[src/inc/lcv_regs.svh]
// Register offsets, field positions, opcodes and result codes of the link command validator
`ifndef LCV_REGS_SVH
`define LCV_REGS_SVH

// Register byte offsets
`define LCV_ADR_CMD 8'h00
`define LCV_ADR_RESULT 8'h04
`define LCV_ADR_CTRL 8'h08
`define LCV_ADR_STATUS 8'h0C

// Command opcodes
`define LCV_OP_SET_OUTPUT 8'h01
`define LCV_OP_SEND_A 8'h20
`define LCV_OP_SEND_B 8'h21
`define LCV_OP_DUMP 8'h13
`define LCV_OP_OPEN_LINK 8'h14
`define LCV_OP_RESET_INIT 8'h0F

// Result codes
`define LCV_RC_OK 3'b000
`define LCV_RC_FORMAT 3'b010
`define LCV_RC_CANNOT 3'b100

// Command byte fields
`define LCV_LVL_LSB 0
`define LCV_MASK_LSB 4
`define LCV_POLL_BIT 4

// Control register fields
`define LCV_CTRL_ONLINE 0
`define LCV_CTRL_TRANSP 1
`define LCV_CTRL_LEN_LSB 8
`define LCV_CTRL_RESET 32'h0000_0000

// Status register fields
`define LCV_ST_LINK_UP 0
`define LCV_ST_LINK_DOWN 1
`define LCV_ST_TX_DONE 2
`define LCV_ST_ESTAB 3
`define LCV_ST_WAIT 4
`define LCV_ST_NEED_B 5
`define LCV_ST_PIN_LSB 6
`define LCV_ST_PENDING 8

// Saturation limit of statistics counters
`define LCV_CNT_MAX 8'hFF

`endif

[src/inc/lcv_pkg.sv]
// Types shared by the link command validator
`default_nettype none
package lcv_pkg;
    // Dump sequencer states, one-hot
    typedef enum logic [1:0] {
        LCV_IDLE = 2'b01,
        LCV_DUMP = 2'b10
    } lcv_dump_state_t;
endpackage
`default_nettype wire

[src/design/lcv_top.sv]
// Command decode, validation and execution for the link-layer controller
//
// Contract
// - Set-output command rejected 010 during wait state
// - Output latch loads only when mask bit 1
// - Two latches independent, ignore line state
// - Send-A rejected 010 when offline or waiting
// - Transparent mode: send-A, open-link rejected 010
// - Frame count zero or over length: 010
// - Send-A after link-up refused until send-B
// - Send commands refused 100 without link, except send-B in transparent mode
// - First frame takes poll, later ones 0
// - Send-B accepted after link-up, in transparent
// - Transparent: further sends accepted while busy
// - Send-B rejected 010 when offline or waiting
// - Send-B opcode 21, poll byte, count byte
// - Dump writes counter table, then clears counters
// - Dump rejected 010 only in wait state
// - Statistics counters saturate at 255
// - Open-link rejected 010 when offline or waiting
// - Open-link rejected 100 when link established
// - Open-link sends SABM, posts up or down
// - Reset enters wait; only reset-init leaves it
`default_nettype none
`include "lcv_regs.svh"

module lcv_top
    import lcv_pkg::*;
#(
    parameter int NUM_CNT = 8
) (
    input wire logic CLK,
    input wire logic RSTN,
    input wire logic WB_CYC_I,
    input wire logic WB_STB_I,
    input wire logic WB_WE_I,
    input wire logic [7:0] WB_ADR_I,
    input wire logic [3:0] WB_SEL_I,
    input wire logic [31:0] WB_DAT_I,
    output logic [31:0] WB_DAT_O,
    output logic WB_ACK_O,
    output logic [1:0] PIN_OUT,
    output logic LINK_OPEN_REQ,
    input wire logic LINK_UP_IN,
    input wire logic LINK_FAIL_IN,
    input wire logic LINK_DROP_IN,
    output logic FRAME_REQ,
    output logic FRAME_POLL,
    input wire logic FRAME_DONE,
    input wire logic [NUM_CNT-1:0] CNT_INC,
    output logic MEM_WE,
    output logic [23:0] MEM_ADDR,
    output logic [7:0] MEM_DATA
);

    // Counter index must fit one byte of address offset
    if (NUM_CNT < 1 || NUM_CNT > 256) begin : g_bad_cnt
        $error("NUM_CNT out of range");
    end

    localparam int IW = (NUM_CNT > 1) ? $clog2(NUM_CNT) : 1;

    // Saturating increment, shared by every counter
    function automatic logic [7:0] sat_inc(input logic [7:0] v);
        return (v == `LCV_CNT_MAX) ? v : v + 8'h01;
    endfunction

    // Register offset match
    function automatic logic hit(input logic [7:0] adr, input logic [7:0] off);
        return adr == off;
    endfunction

    logic rst_s1;
    logic rst_n;
    logic [31:0] cmd_word;
    logic [2:0] result;
    logic [31:0] ctrl;
    logic waiting;
    logic estab;
    logic open_pending;
    logic need_b;
    logic up_flag;
    logic down_flag;
    logic done_flag;
    logic [15:0] frames_left;
    logic [7:0] cnt [NUM_CNT];
    lcv_dump_state_t dstate;
    logic [IW-1:0] didx;
    logic [23:0] dbase;

    logic bus_req;
    logic wr_cmd;
    logic wr_ctrl;
    logic wr_status;
    logic busy;
    logic [7:0] op;
    logic [7:0] b1;
    logic [7:0] b3;
    logic online;
    logic transp;
    logic [7:0] tbl_len;
    logic [2:0] next_code;
    logic acc_set;
    logic acc_send_a;
    logic acc_send_b;
    logic acc_dump;
    logic acc_open;
    logic acc_init;
    logic [15:0] next_left;
    logic frame_end;
    logic last_done;
    logic dump_last;

    // Reset release through two flops; assertion stays asynchronous
    always_ff @(posedge CLK or negedge RSTN) begin
        if (!RSTN) begin
            rst_s1 <= 1'b0;
            rst_n <= 1'b0;
        end else begin
            rst_s1 <= 1'b1;
            rst_n <= rst_s1;
        end
    end

    // Bus decode; command writes while a dump runs are dropped
    assign bus_req = WB_CYC_I & WB_STB_I & ~WB_ACK_O;
    assign busy = (dstate == LCV_DUMP);
    assign wr_cmd = bus_req & WB_WE_I & hit(WB_ADR_I, `LCV_ADR_CMD) & WB_SEL_I[0] & ~busy;
    assign wr_ctrl = bus_req & WB_WE_I & hit(WB_ADR_I, `LCV_ADR_CTRL);
    assign wr_status = bus_req & WB_WE_I & hit(WB_ADR_I, `LCV_ADR_STATUS) & WB_SEL_I[0];

    // Command bytes come straight off the write data
    assign op = WB_DAT_I[7:0];
    assign b1 = WB_DAT_I[15:8];
    assign b3 = WB_DAT_I[31:24];
    assign online = ctrl[`LCV_CTRL_ONLINE];
    assign transp = ctrl[`LCV_CTRL_TRANSP];
    assign tbl_len = ctrl[`LCV_CTRL_LEN_LSB +: 8];

    // Validation; checks run in a fixed order so only one code wins
    always_comb begin
        next_code = `LCV_RC_OK;
        acc_set = 1'b0;
        acc_send_a = 1'b0;
        acc_send_b = 1'b0;
        acc_dump = 1'b0;
        acc_open = 1'b0;
        acc_init = 1'b0;
        case (op)
            `LCV_OP_RESET_INIT: begin
                acc_init = 1'b1;
            end
            `LCV_OP_SET_OUTPUT: begin
                if (waiting) next_code = `LCV_RC_FORMAT;
                else acc_set = 1'b1;
            end
            `LCV_OP_SEND_A: begin
                if (waiting || !online) next_code = `LCV_RC_FORMAT;
                else if (transp) next_code = `LCV_RC_FORMAT;
                else if (b3 == 8'h00 || b3 > tbl_len) next_code = `LCV_RC_FORMAT;
                else if (!estab) next_code = `LCV_RC_CANNOT;
                else if (need_b) next_code = `LCV_RC_CANNOT;
                else acc_send_a = 1'b1;
            end
            `LCV_OP_SEND_B: begin
                if (waiting || !online) next_code = `LCV_RC_FORMAT;
                else if (b3 == 8'h00 || b3 > tbl_len) next_code = `LCV_RC_FORMAT;
                else if (!estab && !transp) next_code = `LCV_RC_CANNOT;
                else acc_send_b = 1'b1;
            end
            `LCV_OP_DUMP: begin
                if (waiting) next_code = `LCV_RC_FORMAT;
                else acc_dump = 1'b1;
            end
            `LCV_OP_OPEN_LINK: begin
                if (waiting || !online) next_code = `LCV_RC_FORMAT;
                else if (transp) next_code = `LCV_RC_FORMAT;
                else if (estab || open_pending) next_code = `LCV_RC_CANNOT;
                else acc_open = 1'b1;
            end
            default: begin
                next_code = `LCV_RC_FORMAT;
            end
        endcase
    end

    // Wishbone acknowledge: one cycle after the request, dropped next cycle
    always_ff @(posedge CLK or negedge rst_n) begin
        if (!rst_n) begin
            WB_ACK_O <= 1'b0;
        end else begin
            WB_ACK_O <= bus_req;
        end
    end

    // Read data; unmapped offsets read as zero
    always_ff @(posedge CLK or negedge rst_n) begin
        if (!rst_n) begin
            WB_DAT_O <= 32'h0000_0000;
        end else if (bus_req && !WB_WE_I) begin
            if (hit(WB_ADR_I, `LCV_ADR_CMD)) WB_DAT_O <= cmd_word;
            else if (hit(WB_ADR_I, `LCV_ADR_RESULT)) WB_DAT_O <= {28'h000_0000, busy, result};
            else if (hit(WB_ADR_I, `LCV_ADR_CTRL)) WB_DAT_O <= ctrl;
            else if (hit(WB_ADR_I, `LCV_ADR_STATUS)) begin
                WB_DAT_O <= 32'h0000_0000;
                WB_DAT_O[`LCV_ST_LINK_UP] <= up_flag;
                WB_DAT_O[`LCV_ST_LINK_DOWN] <= down_flag;
                WB_DAT_O[`LCV_ST_TX_DONE] <= done_flag;
                WB_DAT_O[`LCV_ST_ESTAB] <= estab;
                WB_DAT_O[`LCV_ST_WAIT] <= waiting;
                WB_DAT_O[`LCV_ST_NEED_B] <= need_b;
                WB_DAT_O[`LCV_ST_PIN_LSB +: 2] <= PIN_OUT;
                WB_DAT_O[`LCV_ST_PENDING] <= open_pending;
            end else WB_DAT_O <= 32'h0000_0000;
        end
    end

    // Last command word and its result code
    always_ff @(posedge CLK or negedge rst_n) begin
        if (!rst_n) begin
            cmd_word <= 32'h0000_0000;
            result <= `LCV_RC_OK;
        end else if (wr_cmd) begin
            cmd_word <= WB_DAT_I;
            result <= next_code;
        end
    end

    // Control register with byte enables
    always_ff @(posedge CLK or negedge rst_n) begin
        if (!rst_n) begin
            ctrl <= `LCV_CTRL_RESET;
        end else if (wr_ctrl) begin
            for (int i = 0; i < 4; i++) begin
                if (WB_SEL_I[i]) ctrl[8*i +: 8] <= WB_DAT_I[8*i +: 8];
            end
        end
    end

    // Wait state: set by every reset, left only by reset-init
    always_ff @(posedge CLK or negedge rst_n) begin
        if (!rst_n) begin
            waiting <= 1'b1;
        end else if (wr_cmd && acc_init) begin
            waiting <= 1'b0;
        end
    end

    // Output latches; each bit follows only its own mask, never the line
    always_ff @(posedge CLK or negedge rst_n) begin
        if (!rst_n) begin
            PIN_OUT <= 2'b00;
        end else if (wr_cmd && acc_set) begin
            for (int i = 0; i < 2; i++) begin
                if (b1[`LCV_MASK_LSB + i]) PIN_OUT[i] <= b1[`LCV_LVL_LSB + i];
            end
        end
    end

    // Link establishment: request pulse, then wait for the outcome
    always_ff @(posedge CLK or negedge rst_n) begin
        if (!rst_n) begin
            LINK_OPEN_REQ <= 1'b0;
            open_pending <= 1'b0;
            estab <= 1'b0;
        end else begin
            LINK_OPEN_REQ <= wr_cmd & acc_open;
            if (wr_cmd && acc_open) open_pending <= 1'b1;
            else if (LINK_UP_IN || LINK_FAIL_IN) open_pending <= 1'b0;
            if (LINK_UP_IN && open_pending) estab <= 1'b1;
            else if (LINK_DROP_IN) estab <= 1'b0;
        end
    end

    // Sticky link events; hardware set beats software clear
    always_ff @(posedge CLK or negedge rst_n) begin
        if (!rst_n) begin
            up_flag <= 1'b0;
            down_flag <= 1'b0;
        end else begin
            if (LINK_UP_IN && open_pending) up_flag <= 1'b1;
            else if (wr_status && WB_DAT_I[`LCV_ST_LINK_UP]) up_flag <= 1'b0;
            if ((LINK_FAIL_IN && open_pending) || (LINK_DROP_IN && estab)) down_flag <= 1'b1;
            else if (wr_status && WB_DAT_I[`LCV_ST_LINK_DOWN]) down_flag <= 1'b0;
        end
    end

    // Send-A stays locked after link-up until a send-B runs; a fresh link-up wins
    always_ff @(posedge CLK or negedge rst_n) begin
        if (!rst_n) begin
            need_b <= 1'b0;
        end else if (LINK_UP_IN && open_pending) begin
            need_b <= 1'b1;
        end else if (wr_cmd && acc_send_b) begin
            need_b <= 1'b0;
        end
    end

    // Frame sequencer; new sends add to the backlog, so no wait on the
    // current frame, and the host knows the table entry is ready
    assign frame_end = FRAME_DONE & FRAME_REQ;
    assign last_done = frame_end & (frames_left == 16'h0001);
    always_comb begin
        next_left = frames_left;
        if (frame_end) next_left = next_left - 16'h0001;
        if (wr_cmd && (acc_send_a || acc_send_b)) next_left = next_left + {8'h00, b3};
    end

    always_ff @(posedge CLK or negedge rst_n) begin
        if (!rst_n) begin
            frames_left <= 16'h0000;
            FRAME_REQ <= 1'b0;
            FRAME_POLL <= 1'b0;
        end else begin
            frames_left <= next_left;
            FRAME_REQ <= (next_left != 16'h0000);
            if (wr_cmd && (acc_send_a || acc_send_b) && (frames_left == 16'h0000 || last_done)) begin
                FRAME_POLL <= b1[`LCV_POLL_BIT];
            end else if (frame_end) begin
                FRAME_POLL <= 1'b0;
            end
        end
    end

    // Transmit-done marks the end of the last queued frame
    always_ff @(posedge CLK or negedge rst_n) begin
        if (!rst_n) begin
            done_flag <= 1'b0;
        end else if (last_done && next_left == 16'h0000) begin
            done_flag <= 1'b1;
        end else if (wr_status && WB_DAT_I[`LCV_ST_TX_DONE]) begin
            done_flag <= 1'b0;
        end
    end

    // Dump sequencer: one byte per cycle to external memory
    assign dump_last = (didx == IW'(NUM_CNT - 1));
    always_ff @(posedge CLK or negedge rst_n) begin
        if (!rst_n) begin
            dstate <= LCV_IDLE;
            didx <= '0;
            dbase <= 24'h00_0000;
        end else begin
            unique case (dstate)
                LCV_IDLE: begin
                    if (wr_cmd && acc_dump) begin
                        dstate <= LCV_DUMP;
                        didx <= '0;
                        dbase <= {b1, WB_DAT_I[23:16], b3}; // High address byte comes first
                    end
                end
                LCV_DUMP: begin
                    if (dump_last) dstate <= LCV_IDLE;
                    else didx <= didx + IW'(1);
                end
            endcase
        end
    end

    // Memory write strobe, address and data from flops
    always_ff @(posedge CLK or negedge rst_n) begin
        if (!rst_n) begin
            MEM_WE <= 1'b0;
            MEM_ADDR <= 24'h00_0000;
            MEM_DATA <= 8'h00;
        end else begin
            MEM_WE <= busy;
            MEM_ADDR <= dbase + 24'(didx);
            MEM_DATA <= cnt[didx];
        end
    end

    // Statistics counters; cleared after the last byte, so counts
    // arriving during a dump once their counter's byte is read are lost by design
    always_ff @(posedge CLK or negedge rst_n) begin
        if (!rst_n) begin
            for (int i = 0; i < NUM_CNT; i++) cnt[i] <= 8'h00;
        end else begin
            for (int i = 0; i < NUM_CNT; i++) begin
                if (busy && dump_last) cnt[i] <= 8'h00;
                else if (CNT_INC[i]) cnt[i] <= sat_inc(cnt[i]);
            end
        end
    end

endmodule
`default_nettype wire

[config.mk]
export PLATFORM = sky130hd
export DESIGN_NAME = lcv_top
export DESIGN_NICKNAME = d
export VERILOG_FILES = /design/src/inc/lcv_pkg.sv /design/src/design/lcv_top.sv
export VERILOG_INCLUDE_DIRS = /design/src /design/src/inc
export SDC_FILE = /design/constraint.sdc
export NUM_CORES = 1
export LEC_CHECK = 0
export BUFFER_PORTS_ARGS = -buffer_cell sky130_fd_sc_hd__buf_4
export CORE_UTILIZATION = 30
export DETAILED_ROUTE_END_ITERATION = 10
export MAX_ROUTING_LAYER = met4
export SLEW_MARGIN = 5
export SYNTH_ARGS = -nofsm -noshare
export SYNTH_HDL_FRONTEND = slang
export SYNTH_SLANG_ARGS = --single-unit
[constraint.sdc]
create_clock -name CLK -period 23.1 [get_ports CLK]
set_clock_uncertainty 0.1 [all_clocks]
set_input_delay 1.155 -clock CLK [delete_from_list [all_inputs] [get_ports CLK]]
set_output_delay 1.155 -clock CLK [all_outputs]
set_load 0.02 [all_outputs]
==> results of run 1 <==
-- worst max-delay path: cells and delay by family --
kind	cells	cell delay (ps)
simple gates	7	1580
compound gates	2	500
xor+xnor	2	370
fa+ha+maj	1	340
buf+inv	2	200
-- Yosys cell counts, types with 17 or more instances --
cell	n	area share, %
mux2_2	99	9.0
nand3_1	32	1.3
a21oi_1	25	1.0
a22oi_1	23	1.4
dfrtp_1	253	51
nor3_1	17	0.69
xnor2_1	47	3.3
xor2_1	52	3.7
mux2i_1	17	1.4
mux4_2	19	3.5
nand4_1	24	1.2
clkbuf_1	32	0.97
nand2_1	97	2.9
inv_1	28	0.85
nor2_1	94	2.9
ha_1	31	3.1
o21ai_0	54	2.2
-- routing by layer --
metal / global-route usage, % / wire [um]
met5: - / 0
met1: 20.5 / 14000
met3: 2.53 / 1800
met4: 5.42 / 915
met2: 22.8 / 14000
-- registers in the layout, summed over array words and instances (netlist names), 8 cells and up --
register,count
cmd_word,32
MEM_DATA,8
frames_left,16
dbase,24
WB_DAT_O,32
MEM_ADDR,24
ctrl,32
cnt,64
-- through the flow --
stage / total power, mW / area (sq um)
floorplan: 0.847 / 12400
global placement: 0.945 / 13900
detailed placement: 0.955 / 13900
CTS: 1.39 / 14800
global route: 1.46 / 14800
finish: 1.37 / 14800
-- report_power, final --
group / internal (mW) / switching, mW
logic: 0.164 / 0.173
registers: 0.511 / 0.0966
clock network: 0.252 / 0.175
total: 0.928 / 0.445
-- how the worst min path moves through the flow --
stage	start	end	cells past startpoint
after floorplan	rst_s1$_DFF_PN0_	rst_n$_DFF_PN0_	0
after global placement	rst_n$_DFF_PN0_	cmd_word[5]$_DFFE_PN0P_	0
after global routing	rst_n$_DFF_PN0_	open_pending$_DFFE_PN0P_	0
after detailed placement	rst_n$_DFF_PN0_	cmd_word[5]$_DFFE_PN0P_	0
final	rst_n$_DFF_PN0_	open_pending$_DFFE_PN0P_	0
after CTS	rst_n$_DFF_PN0_	cmd_word[5]$_DFFE_PN0P_	0
-- cells by family after synthesis --
family | after synthesis | share of synthesized area (%)
AND/OR/NAND/NOR | 353 | 14.6
flip-flops | 255 | 51.6
AO/OA/AOI/OAI | 137 | 6.83
multiplexers | 137 | 14.0
XOR/XNOR | 100 | 7.15
buffers and inverters | 72 | 2.27
adder cells (fa/ha/maj) | 33 | 3.46
other | 1 | 0.0303
-- final cells by class --
type,instances,area (sq um)
timing repair buffer,139,1040
sequential,255,6390
clock buffer,43,818
fill,3984,25400
tap,525,657
multi-input combinational,761,5700
clock inverter,4,47.5
inverter,28,105
==> out/metrics.yaml, run 1 <==
crit_fanout: 5
drive_gt1_share_pct: 25.4
wl_per_cell_um: 17.5
path_cells: "buf_4 -> and4bb_2 -> nand2_1 -> xor2_1 -> inv_1 -> ha_1 -> nand2_1 -> or3_1 -> a31oi_1 -> a21oi_1 -> nor4_2 -> xnor2_1 -> nor4_2 -> nand4bb_1"
crit_required_ps: 23410
grt_pass1_vias: 8587
slowest_stage: "ha_1"
routabilityCongestion: 0.877
r2r_slack_ps: 19360
cts.clk_slew.worst_paths_ps: 60
mostFrequentLayoutCell: "dfrtp_1"
cts.htree.levels: 1
numCtsBuffers: 28
cts_resized: 0
maxCapViolations: 0
grt_max_degree: 77
die_area_sq_um: 42000
placementRows: 73
routed_wl_um: 30600
hold_buffers: 0
seq_area_frac_synth_pct: 51.6
slowest_delay_ps: 340
hp-class: "flop to async pin"
viasPerCell: 4.97
grt_overflow_total: 0
ios: 132
area_delta_synth_final_pct: 19.4
worstPathArrival_ps: 4150
r2r_end: "FRAME_REQ$_DFF_PN0_"
final_nets: 1307
ys.flop_type: "dfrtp_1"
dr.pass1.iters: 4
crit_end: "FRAME_REQ$_DFF_PN0_"
dp_slack_ps: 18740
syn_avg_cell_area_sq_um: 11.4
die_h_um: 205
ff2ff_path_depth: 14
criticalPathCategory: "input port to flop"
ir_drop_mv: 0.0602
ys_seq_elements: 255
rsz0062_at_grt: "no"
fin_ws_ps: 19260
fmax_ghz: 0.261
hold_violations: 0
syn_nets: 1182
dpl.cell_count: 1708
post-route-period-util_pct: 16.6
final_cell_mix: "252 x dfrtp_1, 139 x buf_4, 99 x mux2_2"
grt_use_total_pct: 15.2
pwr_density_cell_nw_per_um2: 93.0
clk_latency_ps: 550
worst_slew_pin_slew_ps: 1050
clock-sinks: 255
setup_tns_ps: 0
synthArstFlopShare_pct: 100
root_buffer: "clkbuf_16"
fin_util_pct: 36.7
yosysUniqueCellTypes: 65
netlist_instances: 1088
relSlewSlack_pct: 29.8
end_kind: "flop"
leakage_nw: 6.80
cp-startpoint: "FRAME_DONE"
io_buffer_count: 131
cts.path.max_buffers: 3
vias: 8715
synth_enable_flop_cells: 0
r2r-start: "frames_left[0]$_DFF_PN0_"
slew_violations: 0
grt_first_pass_wirelength_um: 48300
remaining_drc_errors: 0
cts_tree: "done"
synthesis.area_sq_um: 12400
cts_setup_buffers: 0
cp-start-kind: "input port"
antenna_cells: 0
status: "finished clean"
hpwl_um: 22100
period_minus_slack_ps: 3840
layout.cells.non_filler: 1755
synth_warnings: 0
ant_nets: 0
setup_viol: 0
fin_hold_ws_ps: 207
start_util_pct: 30.8
drtIter0Drc: 568
core-area_sq_um: 40200
die_w_um: 205
antenna_found_initial: 0
No activity file was read; power rests on OpenSTA's default activity.
==> run 2, diff against run 1 <==
- ABC_AREA: default -> 1
- clock period: 23.1 -> 3.8 ns (I/O delays scaled with it)
==> run 2 against run 1 <==
Final cell count up 33%. Total power rose to 6.2 times the previous value. First-iteration DRC count up 23%. Global-route usage up 2.4 points. Hold slack worse by 170 ps. Non-clock buffer count up 60. Cell area up 7.4%. Synthesized cell count up 46%. Combinational power rose to 6.7 times the previous value. Die area up 3.2%.
==> out/metrics.yaml, run 2 <==
crit_fanout: 25  # +20
synth_warnings: 0  # unchanged
fin_hold_ws_ps: 32.2  # -175 ps
p_clk_share_pct: 32.4  # +1.3 points
fill_cells: 4247  # +6.6%
ios: 132  # unchanged
r2r_end: "MEM_ADDR[22]$_DFF_PN0_"
numCtsBuffers: 28  # unchanged
seq_area_frac_synth_pct: 50.0  # -1.6 points
core-area_sq_um: 41900  # +4.4%
clock-sinks: 255  # unchanged
synth_enable_flop_cells: 0  # unchanged
wl_per_cell_um: 15.8  # -9.6%
drtIter0Drc: 696  # +23%
synth_top_area_cell: "dfrtp_1"
r2r-start: "didx[1]$_DFFE_PN0P_"
grt_first_pass_wirelength_um: 59100  # +23%
crit_required_ps: 4160  # -19250 ps
routabilityCongestion: 0.889  # +1.4%
synthArstFlopShare_pct: 100  # unchanged
status: "finished clean"
switching_share_pct: 33.8  # +1.4 points
end_kind: "flop"
clk_latency_ps: 550  # about the same
slowest_delay_ps: 600  # +260 ps
drive_gt1_share_pct: 12.8  # -13 points
start_util_pct: 30.4  # -0.35 points
leakage_nw: 7.74  # +14%
pwr_density_cell_nw_per_um2: 541  # +480%
setup_viol: 0  # unchanged
root_buffer: "clkbuf_16"
worst_slew_pin_slew_ps: 952  # -101 ps
ir_drop_mv: 0.321  # +430%
p_int_mw: 5.68  # +510%
ant_nets: 0  # unchanged
ff2ff_path_depth: 12  # -2
synth_top_area_share_pct: 49.6  # -1.6 points
cts_setup_buffers: 0  # unchanged
hold_buffers: 51  # +51
dr.pass1.iters: 5  # +1
r2r_slack_ps: 480  # -18880 ps
yosysMostFrequentCell: "nand2_1"
regMostFlops: "cnt"
post-route-period-util_pct: 87.2
cts.clk_slew.worst_paths_ps: 60  # about the same
hp-class: "input port to flop"
grt_overflow_total: 0  # unchanged
die_h_um: 208  # +1.6%
io_buffer_count: 131  # unchanged
final_cell_mix: "367 x nand2_1, 252 x dfrtp_1, 215 x inv_1"
final_nets: 1862  # +42%
slew_violations: 0  # unchanged
area_delta_synth_final_pct: 24.3
syn_avg_cell_area_sq_um: 8.05  # -29%
pwr-share-comb_pct: 26.3  # +1.7 points
criticalPathCategory: "flop to flop"
grt_use_total_pct: 17.6  # +2.4 points
synth_common_cells: "367 x nand2_1, 253 x dfrtp_1, 215 x inv_1"
mostFrequentLayoutCell: "nand2_1"
antenna_found_initial: 1  # +1
die_area_sq_um: 43300  # +3.2%
yosysUniqueCellTypes: 45  # -31%
relSlewSlack_pct: 36.5  # +6.7 points
routed_wl_um: 36700  # +20%
ys_seq_elements: 255  # unchanged
vias: 11200  # +28%
remaining_drc_errors: 0  # unchanged
ys.flop_type: "dfrtp_1"
slowest_stage: "dfrtp_1"
cp-start-kind: "flop"
hold_violations: 0  # unchanged
synthesis.area_sq_um: 12800  # +3.2%
grt_pass1_vias: 10900  # +27%
seq_power_share_pct: 41.2  # -3.1 points
cp-startpoint: "didx[1]$_DFFE_PN0P_"
cts.htree.levels: 1  # unchanged
worstPathArrival_ps: 3680  # -470 ps
p_sw_mw: 2.90  # +550%
syn_nets: 1678  # +42%
cts_resized: 0  # unchanged
placementRows: 75  # +2.7%
viasPerCell: 4.81  # -3.2%
fin_util_pct: 37.8  # +1.1 points
finalPower_mw: 8.58  # +520%
netlist_instances: 1584  # +46%
maxCapViolations: 0  # unchanged
final_area_sq_um: 15900  # +7.4%
setup_tns_ps: 0  # unchanged
ys_top_cells_by_area: "dfrtp_1 50%, nand2_1 11%, o21ai_0 6.7%, inv_1 6.3%, a21oi_1 5.4%"
die_w_um: 208  # +1.6%
fmax_ghz: 0.302
grt_max_degree: 67  # -13%
placed_area_sq_um: 14400  # +3.7%
cts_tree: "done"
cts.path.max_buffers: 3  # unchanged
period_minus_slack_ps: 3320
rsz0062_at_grt: "no"
hpwl_um: 26700  # +21%
crit_end: "MEM_ADDR[22]$_DFF_PN0_"
largest_reg_flops: 64  # unchanged
path_cells: "inv_2 -> fa_1 -> o21ai_0 -> nand2_1 -> nor3b_2 -> nand3_1 -> nor2_1 -> nand2_1 -> nor3_2 -> nand3_1 -> nor3_2 -> xor2_1"
run 2: worst max-delay path: cells and delay by family, from the launching register on:
| family | cells | cell delay [ps] |
|---|---|---|
| buf+inv | 1 | 300 |
| simple gates | 8 | 1340 |
| xor+xnor | 1 | 150 |
| fa+ha+maj | 1 | 510 |
| compound gates | 1 | 230 |
| flops | 1 | 600 |
run 2: worst min-delay path by stage:
stage	start	endpoint	slack (ps)	depth (start not counted)
2_1_floorplan	RSTN	rst_s1$_DFF_PN0_	-210	0
6_report	WB_ADR_I[3]	cmd_word[6]$_DFFE_PN0P_	30	6
3_3_place_gp	RSTN	rst_s1$_DFF_PN0_	-130	1
5_1_grt	WB_ADR_I[3]	cmd_word[6]$_DFFE_PN0P_	60	6
4_1_cts	WB_ADR_I[3]	cmd_word[6]$_DFFE_PN0P_	10	6
3_5_place_dp	RSTN	rst_s1$_DFF_PN0_	-120	1
run 2: stage by stage:
| step | std cells | setup WS [ps] |
|---|---|---|
| floorplan | 1584 | 782 |
| global placement | 2226 | 556 |
| detailed placement | 2226 | 466 |
| CTS | 2325 | 438 |
| global route | 2325 | 105 |
| finish | 2326 | 485 |
run 2: logic make-up (layout without fill, tap and decap cells):
| kind of cell | Yosys count | count (layout) | synth area share, % |
|---|---|---|---|
| adder cells (fa/ha/maj) | 33 | 33 | 3.35 |
| AND/OR/NAND/NOR | 628 | 628 | 20.9 |
| AO/OA/AOI/OAI | 362 | 362 | 15.3 |
| other | 1 | 2 | 0.0294 |
| buffers and inverters | 272 | 474 | 8.09 |
| XOR/XNOR | 33 | 33 | 2.27 |
| flip-flops | 255 | 255 | 50.0 |
run 2: final cells by class:
type,instances,area [sq um],area share [%]
antenna,1,2.50,0.0158
sequential,255,6390,40.3
clock inverter,12,144,0.908
multi-input combinational,1057,5360,33.8
inverter,227,852,5.37
clock buffer,36,792,5.00
tap,539,674,4.25
timing repair buffer,199,1650,10.4
run 2: power groups by stage:
stage	clock network, mW	registers [mW]	logic (mW)
after global placement	0	3.57	2.19
final	2.78	3.54	2.26
after detailed placement	0	3.58	2.22
after global routing	2.96	3.59	2.57
after floorplan	0	3.60	1.42
after CTS	2.86	3.53	2.27
run 2: routing by layer:
layer | track usage, % | vias up | routed length, um
met5 | - | - | 0
met4 | 3.63 | 0 | 484
met3 | 2.28 | 39 | 1550
met2 | 27.6 | 235 | 16900
met1 | 24.3 | 5364 | 17800
li1 | - | 5540 | -
==> run 3, diff against run 2 <==
--- a/config.mk
+++ b/config.mk
@@ -8,8 +8,9 @@
 export LEC_CHECK = 0
 export ABC_AREA = 1
-export BUFFER_PORTS_ARGS = -buffer_cell sky130_fd_sc_hd__buf_4
-export CORE_UTILIZATION = 30
+export BUFFER_PORTS_ARGS = -buffer_cell sky130_fd_sc_hd__buf_2
+export CORE_UTILIZATION = 50
 export DETAILED_ROUTE_END_ITERATION = 10
 export MAX_ROUTING_LAYER = met4
+export PLACE_DENSITY = 0.69
 export SLEW_MARGIN = 5
 export SYNTH_ARGS = -nofsm -noshare
==> constraint.sdc (replaced) <==
create_clock -name CLK -period 3.8 [get_ports CLK]
set_clock_uncertainty 0.1 [all_clocks]
set_input_delay 0.38 -clock CLK [delete_from_list [all_inputs] [get_ports CLK]]
set_output_delay 0.38 -clock CLK [all_outputs]
set_load 0.02 [all_outputs]
==> run 3 against run 2 <==
Via count shrank 0.65%. Die area shrank 40%. Largest cell class unchanged. Flip-flop and latch count is the same.
==> out/metrics.yaml, run 3 (synthesis results as in run 2) <==
status: "finished clean"
largest_reg_flops: 64  # unchanged
numCtsBuffers: 28  # unchanged
antenna_found_initial: 0  # -1
grt_pass1_vias: 10700  # -1.3%
fin_ws_ps: 565  # +79.9 ps
fmax_ghz: 0.309  # +2.5%
io_buffer_count: 131  # unchanged
worst_slew_pin_slew_ps: 790  # -162 ps
fin_hold_ws_ps: 22.7  # -9.53 ps
hpwl_um: 23300  # -13%
grt_max_degree: 86  # +28%
grt_overflow_total: 0  # unchanged
critical_path.most_common_cell: "nand2_1"
maxCapViolations: 0  # unchanged
ios: 132  # unchanged
wl_per_cell_um: 15.7  # -0.66%
cp_num_cells: 21  # +9
regMostFlops: "cnt"
criticalPathCategory: "flop to flop"
cts_tree: "done"
dp_slack_ps: 546  # +80.3 ps
path_cells: "inv_1 -> ha_1 -> nand2_1 -> inv_1 -> nand2_1 -> xnor2_1 -> ha_1 -> inv_1 -> o21ai_0 -> nand2_1 -> nand3_1 -> nand3_1 -> a21oi_1 -> nand2_2 -> nand2_1 -> nand2_1 -> nor2_1 -> nand2_1 -> nor2_1 -> nand3_1 -> nand2_1"
mostFrequentLayoutCell: "nand2_1"
start_util_pct: 50.8  # +20 points
root_buffer: "clkbuf_16"
dr.pass1.iters: 5  # unchanged
crit_required_ps: 4180  # +20 ps
worstPathArrival_ps: 3620  # -60 ps
fill_cells: 2373  # -44%
crit_end: "done_flag$_DFFE_PN0P_"
crit_family: "simple AND/OR/NAND/NOR gates"
hold_violations: 0  # unchanged
drtIter0Drc: 734  # +5.5%
cts.htree.levels: 1  # unchanged
cp-startpoint: "frames_left[0]$_DFF_PN0_"
final_area_sq_um: 14800  # -6.9%
critPathBufInv: 3  # +2
clk_latency_ps: 550  # about the same
drive_gt1_share_pct: 13.2  # +0.39 points
die_h_um: 162  # -22%
r2r-start: "frames_left[0]$_DFF_PN0_"
slew_violations: 0  # unchanged
final_cell_mix: "367 x nand2_1, 252 x dfrtp_1, 215 x inv_1"
r2r_end: "done_flag$_DFFE_PN0P_"
cts.path.max_buffers: 3  # unchanged
placementRows: 58  # -23%
core-area_sq_um: 25100  # -40%
regArea_sq_um: 6390  # unchanged
area_delta_synth_final_pct: 15.7
routed_wl_um: 32500  # -12%
relSlewSlack_pct: 47.2  # +11 points
ff2ff_path_depth: 21  # +9
grt_first_pass_wirelength_um: 54100  # -8.6%
rsz0062_at_grt: "no"
cp-start-kind: "flop"
finalPower_mw: 8.33  # -2.9%
setup_tns_ps: 0  # unchanged
ir_drop_mv: 0.279  # -13%
period_minus_slack_ps: 3240  # -79.9 ps
remaining_drc_errors: 0  # unchanged
slowest_delay_ps: 430  # -170 ps
fin_util_pct: 58.8  # +21 points
die_area_sq_um: 26200  # -40%
multi_input_area_sq_um: 5360  # unchanged
end_kind: "flop"
placed_area_sq_um: 13800  # -4.2%
crit_fanout: 5  # -80%
dpl.cell_count: 2015  # -9.5%
setup_viol: 0  # unchanged
cts_setup_buffers: 0  # unchanged
min_from: "LINK_UP_IN"
die_w_um: 162  # -22%
layout.cells.non_filler: 2071  # -11%
viasPerCell: 5.36  # +12%
grt_use_total_pct: 26.4  # +8.9 points
final_nets: 1812  # -2.7%
cts.clk_slew.worst_paths_ps: 60  # about the same
post-route-period-util_pct: 85.1  # -2.1 points
clock-sinks: 255  # unchanged
leakage_nw: 7.43  # -4.0%
ant_nets: 0  # unchanged
hp-class: "input port to flop"
slowest_stage: "dfrtp_1"
r2r_slack_ps: 560  # +80 ps
vias: 11100  # -0.65%
pwr_density_cell_nw_per_um2: 564  # +4.2%
routabilityCongestion: 0.907  # +2.0%
-- run 3: final cells by class --
class / count / share of cell area, %
multi-input combinational: 1057 / 36.3
clock buffer: 40 / 5.59
timing repair buffer: 149 / 5.58
antenna: 1 / 0.0170
sequential: 255 / 43.3
inverter: 227 / 5.77
tap: 330 / 2.80
clock inverter: 12 / 0.703
-- run 3: worst reg2reg max path, cell delays in order, from the launching register on --
cell     delay (ps)
dfrtp_1         430
inv_1           120
ha_1            210
nand2_1         120
inv_1            70
nand2_1          60
xnor2_1         140
ha_1            330
inv_1            90
o21ai_0         240
nand2_1          80
nand3_1         130
nand3_1         130
a21oi_1         220
nand2_2          80
nand2_1          70
nand2_1          60
nor2_1          100
nand2_1          60
nor2_1          180
nand3_1         100
nand2_1          70
-- run 3: routing by layer --
| layer | vias to the layer above | track usage (%) | wire length (um) |
|---|---|---|---|
| met5 | - | - | 0 |
| met4 | 0 | 7.08 | 804 |
| met3 | 58 | 3.12 | 1540 |
| met2 | 299 | 40.9 | 14700 |
| met1 | 5300 | 37.1 | 15400 |
| li1 | 5448 | - | - |
-- run 3: worst min-delay path by stage --
stage,cells past startpoint,slack (ps),end
detailed placement,1,70,rst_s1$_DFF_PN0_
global route,2,50,rst_n$_DFF_PN0_
floorplan,0,-20,rst_s1$_DFF_PN0_
global placement,1,70,rst_s1$_DFF_PN0_
finish,3,20,need_b$_DFFE_PN0P_
CTS,3,5,need_b$_DFFE_PN0P_
-- run 3: where the power goes --
part | total [mW] | internal (mW) | switching [mW]
sequential | 3.53 | 3.17 | 0.367
combinational | 2.09 | 0.747 | 1.35
clock | 2.70 | 1.58 | 1.12
-- run 3: repair_timing --
action / CTS / global route
hold endpoints to repair: 4 / 0
setup endpoints to repair: 0 / 0
gates resized for setup: 0 / 0
hold buffers: 3 / 0
